[config.mk]
export PLATFORM = sky130hd
export DESIGN_NAME = port_overcurrent_detect
export DESIGN_NICKNAME = d
export VERILOG_FILES = /design/src/logic/ocs_pkg.sv /design/src/logic/ocs_channel.sv /design/src/logic/port_overcurrent_detect.sv
export VERILOG_INCLUDE_DIRS = /design/src /design/src/logic
export SDC_FILE = /design/constraint.sdc
export NUM_CORES = 1
export LEC_CHECK = 0
export BUFFER_PORTS_ARGS = -buffer_cell sky130_fd_sc_hd__buf_2
export CORE_UTILIZATION = 58
export CTS_BUF_LIST = sky130_fd_sc_hd__clkbuf_8
export CTS_CLUSTER_DIAMETER = 40
export DETAILED_ROUTE_END_ITERATION = 7
export PLACE_DENSITY = 0.87
export SYNTH_ARGS = -nofsm -noshare
export SYNTH_HDL_FRONTEND = slang
export SYNTH_SLANG_ARGS = --single-unit
[constraint.sdc]
create_clock -name clk -period 7.8 [get_ports clk]
set_input_delay 1.17 -clock clk [delete_from_list [all_inputs] [get_ports clk]]
set_output_delay 1.17 -clock clk [all_outputs]
set_load 0.005 [all_outputs]
[src/logic/ocs_regs.svh]
// register offsets, reset values, field positions and timing counts for overcurrent sensing
// Contract
// sample each enabled port's pin continuously
// flag overcurrent on long enough low
// flag overcurrent on two lows within window
// min width field bits 3:0, 0-5 ms; code accepts 0-15 ms
// min width resets to 5 ms
// double-pulse window field bits 7:0
// window in 1 ms steps, reset 20 ms
// software never writes zero to window/lockout
// ignore overcurrent during lockout after power-on
// lockout in 1 ms steps, reset 10 ms
// power off drives pin low
// power on releases pin, enables pull-up
// low while powered means overcurrent
// one control/sense channel per port
// poly fuse needs zero power-good descriptors
// ganged overcurrent flags every port
// individual mode after reset; code has no reset value for the mode and takes it from the gang_mode input
// timers run on 1 ms tick
// flag latched until cleared; paused while off
`ifndef OCS_REGS_SVH
`define OCS_REGS_SVH

`define OCS_NUM_PORTS        6
`define OCS_NUM_CHAN         7
`define OCS_SHARED_CHAN      6
`define OCS_CLK_PERIOD_NS    10
`define OCS_TICK_TIME_NS     1000000
`define OCS_TICK_CYCLES      (`OCS_TICK_TIME_NS / `OCS_CLK_PERIOD_NS)

`define OCS_LOCKOUT_OFFSET   16'h30e1
`define OCS_MIN_WIDTH_OFFSET 16'h30ea
`define OCS_WINDOW_OFFSET    16'h30eb
`define OCS_STATUS_OFFSET    16'h30f0

`define OCS_LOCKOUT_RST      8'h0a
`define OCS_MIN_WIDTH_RST    4'h5
`define OCS_WINDOW_RST       8'h14
`define OCS_MIN_WIDTH_MSB    3

`endif

[src/logic/ocs_pkg.sv]
// types shared by the overcurrent sensing logic
package ocs_pkg;
   typedef logic [7:0] reg_byte_t;
   typedef logic [3:0] width_code_t;
   typedef enum logic [2:0] {
      ST_OFF   = 3'b001,
      ST_LOCK  = 3'b010,
      ST_WATCH = 3'b100
   } chan_state_t;
endpackage : ocs_pkg

[src/logic/ocs_channel.sv]
// one power-control and overcurrent-sense channel: lockout, single and double pulse detect
`timescale 1ns/1ps
module ocs_channel (
   input  wire logic              clk,
   input  wire logic              rst_n,
   input  wire logic              tick,
   input  wire logic              power_en,
   input  wire logic              pin_low,
   input  wire ocs_pkg::width_code_t min_width,
   input  wire ocs_pkg::reg_byte_t window,
   input  wire ocs_pkg::reg_byte_t lockout,
   output logic                   ocs_event
);
   import ocs_pkg::*;

   chan_state_t state_ff;
   reg_byte_t   lock_cnt_ff;
   reg_byte_t   win_cnt_ff;
   logic [3:0]  low_cnt_ff;
   logic        low_prev_ff;
   logic        event_ff;
   logic        watching;
   logic        low_seen;
   logic        low_start;
   logic        single_hit;
   logic        double_hit;

   assign watching   = (state_ff == ST_WATCH);
   assign low_seen   = watching && pin_low;
   assign low_start  = low_seen && !low_prev_ff;
   assign single_hit = low_seen && (low_cnt_ff >= min_width);
   assign double_hit = low_start && (win_cnt_ff != 8'h00);
   assign ocs_event  = event_ff;

   // lockout sequencing after power-on
   always_ff @(posedge clk or negedge rst_n) begin
      if (!rst_n) begin
         state_ff    <= ST_OFF;
         lock_cnt_ff <= 8'h00;
      end else begin
         case (state_ff)
            ST_OFF: begin
               if (power_en) begin
                  state_ff    <= ST_LOCK;
                  lock_cnt_ff <= lockout;
               end
            end
            ST_LOCK: begin
               if (!power_en) begin
                  state_ff <= ST_OFF;
               end else if (lock_cnt_ff == 8'h00) begin
                  state_ff <= ST_WATCH;
               end else if (tick) begin
                  lock_cnt_ff <= lock_cnt_ff - 8'h01;
               end
            end
            ST_WATCH: begin
               if (!power_en) begin
                  state_ff <= ST_OFF;
               end
            end
            default: begin
               state_ff <= ST_OFF;
            end
         endcase
      end
   end

   // consecutive low width in ms ticks, saturating
   always_ff @(posedge clk or negedge rst_n) begin
      if (!rst_n) begin
         low_cnt_ff  <= 4'h0;
         low_prev_ff <= 1'b0;
      end else begin
         low_prev_ff <= low_seen;
         if (!low_seen) begin
            low_cnt_ff <= 4'h0;
         end else if (tick && (low_cnt_ff != 4'hf)) begin
            low_cnt_ff <= low_cnt_ff + 4'h1;
         end
      end
   end

   // rolling window opened by the first low group
   always_ff @(posedge clk or negedge rst_n) begin
      if (!rst_n) begin
         win_cnt_ff <= 8'h00;
      end else if (!watching) begin
         win_cnt_ff <= 8'h00;
      end else if (low_start && (win_cnt_ff == 8'h00)) begin
         win_cnt_ff <= window;
      end else if (tick && (win_cnt_ff != 8'h00)) begin
         win_cnt_ff <= win_cnt_ff - 8'h01;
      end
   end

   always_ff @(posedge clk or negedge rst_n) begin
      if (!rst_n) begin
         event_ff <= 1'b0;
      end else begin
         event_ff <= single_hit || double_hit;
      end
   end

   a_lockout_quiet : assert property (@(posedge clk) disable iff (!rst_n)
      (state_ff != ST_WATCH) |=> !event_ff)
      else $error("overcurrent event raised outside watch state");

   a_single_detect : assert property (@(posedge clk) disable iff (!rst_n)
      (watching && pin_low && (low_cnt_ff >= min_width)) |=> event_ff)
      else $error("long low pulse not flagged");

   a_double_detect : assert property (@(posedge clk) disable iff (!rst_n)
      (low_seen && !low_prev_ff && (win_cnt_ff != 8'h00)) |=> event_ff)
      else $error("second low group inside window not flagged");

endmodule : ocs_channel

[src/logic/port_overcurrent_detect.sv]
// per-port power control and overcurrent detection with register access
`timescale 1ns/1ps
`include "ocs_regs.svh"
module port_overcurrent_detect #(
   parameter int unsigned TICK_CYCLES = `OCS_TICK_CYCLES
) (
   input  wire logic                      clk,
   input  wire logic                      reset_n,
   input  wire logic [`OCS_NUM_PORTS-1:0] port_power_en,
   input  wire logic                      gang_mode,
   input  wire logic [`OCS_NUM_PORTS-1:0] port_power_sense_pin_i,
   output logic      [`OCS_NUM_PORTS-1:0] port_power_sense_pin_o,
   output logic      [`OCS_NUM_PORTS-1:0] port_power_sense_pin_oe,
   output logic      [`OCS_NUM_PORTS-1:0] port_pullup_en,
   input  wire logic                      shared_power_sense_pin_i,
   output logic                           shared_power_sense_pin_o,
   output logic                           shared_power_sense_pin_oe,
   output logic                           shared_pullup_en,
   input  wire logic [15:0]               reg_addr,
   input  wire logic                      reg_wr,
   input  wire logic                      reg_rd,
   input  wire ocs_pkg::reg_byte_t        reg_wdata,
   output ocs_pkg::reg_byte_t             reg_rdata,
   output logic      [`OCS_NUM_PORTS-1:0] ocs_flag
);
   import ocs_pkg::*;

   // reset release synchroniser
   logic                       rst_meta_ff;
   logic                       rst_n_sync;

   logic [16:0]                tick_cnt_ff;
   logic                       tick_ff;

   logic [`OCS_NUM_CHAN-1:0]   pin_meta_ff;
   logic [`OCS_NUM_CHAN-1:0]   pin_sync_ff;
   logic [`OCS_NUM_CHAN-1:0]   chan_power;
   logic [`OCS_NUM_CHAN-1:0]   chan_event;
   logic [`OCS_NUM_CHAN-1:0]   drive_low_ff;
   logic [`OCS_NUM_CHAN-1:0]   pullup_ff;

   reg_byte_t                  lockout_ff;
   width_code_t                min_width_ff;
   reg_byte_t                  window_ff;
   logic [`OCS_NUM_PORTS-1:0]  flag_ff;
   logic [`OCS_NUM_PORTS-1:0]  flag_set;
   logic [`OCS_NUM_PORTS-1:0]  flag_clr;
   reg_byte_t                  rdata_ff;
   reg_byte_t                  nxt_rdata;

   logic                       gang_power;

   always_ff @(posedge clk or negedge reset_n) begin
      if (!reset_n) begin
         rst_meta_ff <= 1'b0;
         rst_n_sync  <= 1'b0;
      end else begin
         rst_meta_ff <= 1'b1;
         rst_n_sync  <= rst_meta_ff;
      end
   end

   // 1 ms tick from the core clock
   always_ff @(posedge clk or negedge rst_n_sync) begin
      if (!rst_n_sync) begin
         tick_cnt_ff <= 17'h00000;
         tick_ff     <= 1'b0;
      end else if (tick_cnt_ff == 17'(TICK_CYCLES - 1)) begin
         tick_cnt_ff <= 17'h00000;
         tick_ff     <= 1'b1;
      end else begin
         tick_cnt_ff <= tick_cnt_ff + 17'h00001;
         tick_ff     <= 1'b0;
      end
   end

   // pins come from outside: two flops before use
   always_ff @(posedge clk or negedge rst_n_sync) begin
      if (!rst_n_sync) begin
         pin_meta_ff <= {`OCS_NUM_CHAN{1'b1}};
         pin_sync_ff <= {`OCS_NUM_CHAN{1'b1}};
      end else begin
         pin_meta_ff <= {shared_power_sense_pin_i, port_power_sense_pin_i};
         pin_sync_ff <= pin_meta_ff;
      end
   end

   // ganged mode moves all power control onto the shared pin
   assign gang_power = gang_mode && (|port_power_en);
   assign chan_power = {gang_power, port_power_en & {`OCS_NUM_PORTS{~gang_mode}}};

   genvar gi;
   generate
      for (gi = 0; gi < `OCS_NUM_CHAN; gi++) begin : g_chan
         ocs_channel u_chan (
            .clk       (clk),
            .rst_n     (rst_n_sync),
            .tick      (tick_ff),
            .power_en  (chan_power[gi]),
            .pin_low   (~pin_sync_ff[gi]),
            .min_width (min_width_ff),
            .window    (window_ff),
            .lockout   (lockout_ff),
            .ocs_event (chan_event[gi])
         );
      end
   endgenerate

   // pin drive: low while off, released with pull-up while on
   always_ff @(posedge clk or negedge rst_n_sync) begin
      if (!rst_n_sync) begin
         drive_low_ff <= {`OCS_NUM_CHAN{1'b1}};
         pullup_ff    <= {`OCS_NUM_CHAN{1'b0}};
      end else begin
         drive_low_ff <= ~chan_power;
         pullup_ff    <= chan_power;
      end
   end

   assign port_power_sense_pin_o    = {`OCS_NUM_PORTS{1'b0}};
   assign port_power_sense_pin_oe   = drive_low_ff[`OCS_NUM_PORTS-1:0];
   assign port_pullup_en            = pullup_ff[`OCS_NUM_PORTS-1:0];
   assign shared_power_sense_pin_o  = 1'b0;
   assign shared_power_sense_pin_oe = drive_low_ff[`OCS_SHARED_CHAN];
   assign shared_pullup_en          = pullup_ff[`OCS_SHARED_CHAN];

   // timing registers
   always_ff @(posedge clk or negedge rst_n_sync) begin
      if (!rst_n_sync) begin
         lockout_ff <= `OCS_LOCKOUT_RST;
      end else if (reg_wr && (reg_addr == `OCS_LOCKOUT_OFFSET)) begin
         lockout_ff <= reg_wdata;
      end
   end

   always_ff @(posedge clk or negedge rst_n_sync) begin
      if (!rst_n_sync) begin
         min_width_ff <= `OCS_MIN_WIDTH_RST;
      end else if (reg_wr && (reg_addr == `OCS_MIN_WIDTH_OFFSET)) begin
         min_width_ff <= reg_wdata[`OCS_MIN_WIDTH_MSB:0];
      end
   end

   always_ff @(posedge clk or negedge rst_n_sync) begin
      if (!rst_n_sync) begin
         window_ff <= `OCS_WINDOW_RST;
      end else if (reg_wr && (reg_addr == `OCS_WINDOW_OFFSET)) begin
         window_ff <= reg_wdata;
      end
   end

   // sticky per-port flags, write one to clear, set wins
   assign flag_set = chan_event[`OCS_NUM_PORTS-1:0]
                   | {`OCS_NUM_PORTS{chan_event[`OCS_SHARED_CHAN]}};
   assign flag_clr = (reg_wr && (reg_addr == `OCS_STATUS_OFFSET))
                   ? reg_wdata[`OCS_NUM_PORTS-1:0] : {`OCS_NUM_PORTS{1'b0}};

   always_ff @(posedge clk or negedge rst_n_sync) begin
      if (!rst_n_sync) begin
         flag_ff <= {`OCS_NUM_PORTS{1'b0}};
      end else begin
         flag_ff <= (flag_ff & ~flag_clr) | flag_set;
      end
   end

   assign ocs_flag = flag_ff;

   // read data, one cycle after the read strobe
   always_comb begin
      nxt_rdata = 8'h00;
      case (reg_addr)
         `OCS_LOCKOUT_OFFSET:   nxt_rdata = lockout_ff;
         `OCS_MIN_WIDTH_OFFSET: nxt_rdata = {4'h0, min_width_ff};
         `OCS_WINDOW_OFFSET:    nxt_rdata = window_ff;
         `OCS_STATUS_OFFSET:    nxt_rdata = {2'h0, flag_ff};
         default:               nxt_rdata = 8'h00;
      endcase
   end

   always_ff @(posedge clk or negedge rst_n_sync) begin
      if (!rst_n_sync) begin
         rdata_ff <= 8'h00;
      end else if (reg_rd) begin
         rdata_ff <= nxt_rdata;
      end
   end

   assign reg_rdata = rdata_ff;

   // checks
   a_drive_low_off : assert property (@(posedge clk) disable iff (!rst_n_sync)
      (!port_power_en[0] && !gang_mode) |=> (port_power_sense_pin_oe[0] && !port_pullup_en[0]))
      else $error("unpowered port pin not driven low");

   a_pullup_on : assert property (@(posedge clk) disable iff (!rst_n_sync)
      (port_power_en[0] && !gang_mode) |=> (!port_power_sense_pin_oe[0] && port_pullup_en[0]))
      else $error("powered port pin not released with pull-up");

   a_min_width_rst : assert property (@(posedge clk)
      $rose(rst_n_sync) |-> (min_width_ff == 4'h5))
      else $error("min width reset value wrong");

   a_window_rst : assert property (@(posedge clk)
      $rose(rst_n_sync) |-> (window_ff == 8'h14))
      else $error("double pulse window reset value wrong");

   a_lockout_rst : assert property (@(posedge clk)
      $rose(rst_n_sync) |-> (lockout_ff == 8'h0a))
      else $error("lockout reset value wrong");

   a_gang_all_ports : assert property (@(posedge clk) disable iff (!rst_n_sync)
      chan_event[`OCS_SHARED_CHAN] |=> (&flag_ff))
      else $error("shared overcurrent did not flag every port");

   a_flag_sticky : assert property (@(posedge clk) disable iff (!rst_n_sync)
      (flag_ff[0] && !flag_clr[0]) |=> flag_ff[0])
      else $error("overcurrent flag dropped without clear");

   a_set_over_clear : assert property (@(posedge clk) disable iff (!rst_n_sync)
      (flag_set[0] && flag_clr[0]) |=> flag_ff[0])
      else $error("flag lost when set and clear collide");

   a_reserved_zero : assert property (@(posedge clk) disable iff (!rst_n_sync)
      (reg_rd && (reg_addr == `OCS_MIN_WIDTH_OFFSET)) |=> (reg_rdata[7:4] == 4'h0))
      else $error("reserved min width bits read nonzero");

   a_tick_spacing : assert property (@(posedge clk) disable iff (!rst_n_sync)
      (tick_ff && (TICK_CYCLES > 1)) |=> !tick_ff)
      else $error("ms tick asserted on adjacent cycles");

   a_tick_restart : assert property (@(posedge clk) disable iff (!rst_n_sync)
      tick_ff |-> (tick_cnt_ff == 17'h00000))
      else $error("ms tick not aligned with counter restart");

   // pin drive checks
   a_shared_off_low : assert property (@(posedge clk) disable iff (!rst_n_sync)
      !gang_power |=> (shared_power_sense_pin_oe && !shared_pullup_en))
      else $error("unpowered shared pin not driven low");

   a_shared_on_pullup : assert property (@(posedge clk) disable iff (!rst_n_sync)
      gang_power |=> (!shared_power_sense_pin_oe && shared_pullup_en))
      else $error("powered shared pin not released with pull-up");

   a_gang_ports_low : assert property (@(posedge clk) disable iff (!rst_n_sync)
      gang_mode |=> (&port_power_sense_pin_oe))
      else $error("port pin left released in ganged mode");

   a_oe_pullup_excl : assert property (@(posedge clk) disable iff (!rst_n_sync)
      !(|(port_power_sense_pin_oe & port_pullup_en)))
      else $error("pull-up enabled while pin driven low");

   // register checks
   a_window_write : assert property (@(posedge clk) disable iff (!rst_n_sync)
      (reg_wr && (reg_addr == `OCS_WINDOW_OFFSET)) |=> (window_ff == $past(reg_wdata)))
      else $error("double pulse window write lost");

   a_window_read : assert property (@(posedge clk) disable iff (!rst_n_sync)
      (reg_rd && (reg_addr == `OCS_WINDOW_OFFSET)) |=> (reg_rdata == $past(window_ff)))
      else $error("double pulse window readback wrong");

   a_lockout_write : assert property (@(posedge clk) disable iff (!rst_n_sync)
      (reg_wr && (reg_addr == `OCS_LOCKOUT_OFFSET)) |=> (lockout_ff == $past(reg_wdata)))
      else $error("lockout write lost");

   a_min_width_write : assert property (@(posedge clk) disable iff (!rst_n_sync)
      (reg_wr && (reg_addr == `OCS_MIN_WIDTH_OFFSET)) |=> ({4'h0, min_width_ff} == ($past(reg_wdata) & 8'h0f)))
      else $error("min width write lost");

   a_status_read : assert property (@(posedge clk) disable iff (!rst_n_sync)
      (reg_rd && (reg_addr == `OCS_STATUS_OFFSET)) |=> (reg_rdata == {2'h0, $past(flag_ff)}))
      else $error("status readback does not match flags");

   // flag and event checks
   a_flag_clear : assert property (@(posedge clk) disable iff (!rst_n_sync)
      (flag_clr[0] && !flag_set[0]) |=> !flag_ff[0])
      else $error("overcurrent flag not cleared");

   a_flag_needs_event : assert property (@(posedge clk) disable iff (!rst_n_sync)
      (!flag_ff[0] && !flag_set[0]) |=> !flag_ff[0])
      else $error("overcurrent flag set without event");

   a_event_needs_low : assert property (@(posedge clk) disable iff (!rst_n_sync)
      chan_event[0] |-> !$past(pin_sync_ff[0]))
      else $error("overcurrent event without low pin");

   a_event_needs_power : assert property (@(posedge clk) disable iff (!rst_n_sync)
      chan_event[0] |-> $past(chan_power[0], 2))
      else $error("overcurrent event on unpowered port");

   c_single_port : cover property (@(posedge clk) disable iff (!rst_n_sync)
      !gang_mode && chan_event[0]);

   c_gang_event : cover property (@(posedge clk) disable iff (!rst_n_sync)
      gang_mode && chan_event[`OCS_SHARED_CHAN]);

   c_flag_cleared : cover property (@(posedge clk) disable iff (!rst_n_sync)
      flag_ff[0] ##1 !flag_ff[0]);

   c_gang_all_flagged : cover property (@(posedge clk) disable iff (!rst_n_sync)
      gang_mode && (&flag_ff));

   c_status_read : cover property (@(posedge clk) disable iff (!rst_n_sync)
      reg_rd && (reg_addr == `OCS_STATUS_OFFSET) && (|flag_ff));

endmodule : port_overcurrent_detect

==> results.md <==
- Outcome: completed
- Post-CTS resize count: 0
- CP peak stage delay: 0.72 ns
- Die H: 159 um
- Yosys cell types: 84
- Post-CTS setup buffers: 0
- GRT Total Usage: 0.285
- RSZ-0062 raised after global routing: no
- Worst reg-to-reg setup slack: 4.54 ns
- Least-Margin Pin Slew: 1.12 ns
- Router iterations before antenna repair: 6
- Worst-path clk slew: 0.06 ns
- # clock sinks: 257
- Async SR Flop Fraction: 1.00
- H-tree Lvls: 2
- TNS Setup: 0 ns
- Initial Util: 0.591
- Crit path cell chain: buf_4 -> clkinv_1 -> a311oi_1 -> o21ai_0 -> o21ai_0 -> o21ai_0
- Pwr/cell area: 187 nW/um^2
- CP Max Fanout: 52
- Min-delay src: rst_meta_ff
- #FFs+latches synth: about 260
- Avg Vias per Cell: around 6.2
- Fin crit period: 3.26 ns
- Clock skew: 0.0185 ns
- Hold depth: 0
- CP most frequent cell: o21ai_0
- Final GP Congestion: 0.916
- Critical path type: reg -> reg
- Critical Path RT: approximately 8 ns
- Share of layout cells above drive strength 1: 0.139
- Achievable frequency: just over 0.3 GHz
- Slowest-stage cell, CP: clkinv_1
- Sequential share of the synthesized area: 0.452
- HP Class: reg -> reg
- Final nets: 1,695
- Drt initial violations: ~1.1k
- DRT antenna net count: 0
- Vias: roughly 12k
- Crit start category: flop
- Final setup vio count: 0
- Io pins: 77
- Crit Reg-Reg Endpoint: g_chan[3].u_chan.lock_cnt_ff[3]
- Total grt overflow: 0
- P&R area growth vs syn: 10.1%
- Initial antenna violation count: 0
- RR Startpoint: tick_ff
- Crit. End Element: flop
- CTS Buf Count: between 40 and 50
- First-pass GRT wire length: 58,700 um
- Top FF cell, synth: dfrtp_1
- Yosys warns: 0
- Core area: 24,200 um^2
- Hold-fix buffers, CTS: 0
- Diode count: 0
- Synthesized area per cell: roughly 9.3 um^2
- Worst path depth: 6
- DIE AREA: 25,300 um^2
- Crit path max-delay family: compound AO/OA/AOI/OAI gates
- Average routed wire per standard cell: 18.3 um
- Leakage: 6.98 nW
- Buf/Inv on CP: 2
- Clock Tree Root: clkbuf_8
- Period utilization: 0.418
- Final hold violation count: 0
- CTS max path bufs: 3
- TritonCTS clock tree: done
- Reg2Reg Depth: 6
- Max Slew Vio Count: 0
- Slew HR: 0.242
- Synth Cell Area: 14,300 um^2
- Vias in the first global route: 11.6k
- Crit path DAT: 3.64 ns
- Peak supply drop: 0.116 mV
- Remaining DRCs: 0
- Rows: 57
- Max-Cap Viols: 0
- Dpl cells: 1,864
- Worst Hold End: rst_n_sync
- Finished Layout Cells: 1,951
- Count of flip-flops with a built-in enable after synthesis: 0
- Die Width: ~160 um
- HPWL Detailed: 24,200 um
- Largest net degree at the start of global routing: ~180
- Port buffer count: a little under 70
- DRT Wirelength: 35,700 um
- Clk Latency, worst-skew pair: 0.56 ns
- Gate Count Post-Synth: 1,538
- # fillers: around 1.9k
cell type report:
class | count | area (um^2) | share of cell area
Tap cell | 324 | 405 | 0.0257
Multi-Input combinational cell | 1140 | 7290 | 0.462
Clock buffer | 59 | 812 | 0.0515
Timing Repair Buffer | 71 | 373 | 0.0236
Sequential cell | 257 | 6480 | 0.411
Inverter | 72 | 270 | 0.0171
Clock inverter | 28 | 146 | 0.00928
per-layer routing:
metal / GRT usage / wire length (um) / up-vias
met5: 0 / 0 / -
met4: 0.144 / 1590 / 0
met3: 0.0550 / 3000 / 124
met2: 0.458 / 16700 / 505
met1: 0.371 / 14500 / 5819
li1: - / - / 5677
layout by cell type (no fill, tap or decap), drive strengths merged, types with 7 or more instances in the layout:
cell type,Yosys,layout
nor2b,27,27
o21ai,128,128
o31ai,12,12
nand3b,8,8
a211o,7,7
or3,11,11
o21a,8,8
o22ai,18,18
or4b,7,7
nand2b,23,23
and2,11,11
nor3,55,55
nor2,156,156
xor2,17,17
nor3b,22,22
a22o,10,10
inv,71,90
a31oi,16,16
a21oi,106,106
clkinv,1,7
nand3,67,67
nand4,16,16
and3,10,10
mux2i,27,27
a22oi,17,17
conb,2,8
nor4b,9,9
mux2,26,26
clkbuf,53,59
nand2,98,98
dfrtp,223,223
nor4,29,29
ha,64,64
buf,22,71
xnor2,31,31
dfstp,34,34
or4,11,11
synth_stat cells (all sizes together), types with 18 or more instances:
master,instances,area share
dfrtp,223,0.39
inv,71,0.019
nor2b,27,0.012
o21ai,128,0.045
xnor2,31,0.019
buf,22,0.0082
mux2,26,0.021
clkbuf,53,0.014
nand3,67,0.023
nor4,29,0.015
ha,64,0.056
nand2b,23,0.010
nor3b,22,0.012
a21oi,106,0.037
o22ai,18,0.0079
dfstp,34,0.062
nor2,156,0.041
nor3,55,0.020
mux2i,27,0.019
nand2,98,0.026
cell families after synthesis:
family	share of synthesized area
fa+ha+maj	0.0559
buf+inv	0.0410
flops	0.452
simple gates	0.218
compound gates	0.164
xor+xnor	0.0293
other cells	0.000524
mux	0.0395
worst max-delay path by stage:
stage | startpoint | to | slack, ns
5_1_grt | tick_ff | g_chan[3].u_chan.lock_cnt_ff[5] | 4.45
4_1_cts | tick_ff | g_chan[3].u_chan.lock_cnt_ff[3] | 4.65
3_5_place_dp | reg_addr[9] | lockout_ff[5] | 4.34
6_report | tick_ff | g_chan[3].u_chan.lock_cnt_ff[3] | 4.54
3_3_place_gp | reg_addr[9] | window_ff[3] | 4.36
2_1_floorplan | rst_n_sync | g_chan[0].u_chan.lock_cnt_ff[0] | 0.17
registers in the layout, summed over array words and instances, names as in the netlist, 8 cells and up:
register                   flops
lockout_ff                     8
g_chan.u_chan.win_cnt_ff      56
reg_rdata                      8
tick_cnt_ff                   17
g_chan.u_chan.lock_cnt_ff     56
window_ff                      8
g_chan.u_chan.state_ff        21
g_chan.u_chan.low_cnt_ff      28
per-stage QoR:
step	hold WS (ns)	setup WS (ns)	util	area (um^2)	total power, W
after floorplan	0.331	0.167	-	14400	0.00161
after global placement	0.338	4.36	0.611	14800	0.00167
after detailed placement	0.343	4.34	0.611	14800	0.00168
after CTS	0.346	4.65	0.651	15800	0.00297
after global routing	0.355	4.45	0.651	15800	0.00307
final	0.348	4.54	0.651	15800	0.00295
power by group:
group	switching, W	internal, W	leakage, nW
registers	0.0000518	0.00138	3.41
clock network	0.000567	0.000714	0.563
logic	0.000148	0.0000858	3.01
total	0.000767	0.00218	6.98
Power figures use the tool's default switching activity.
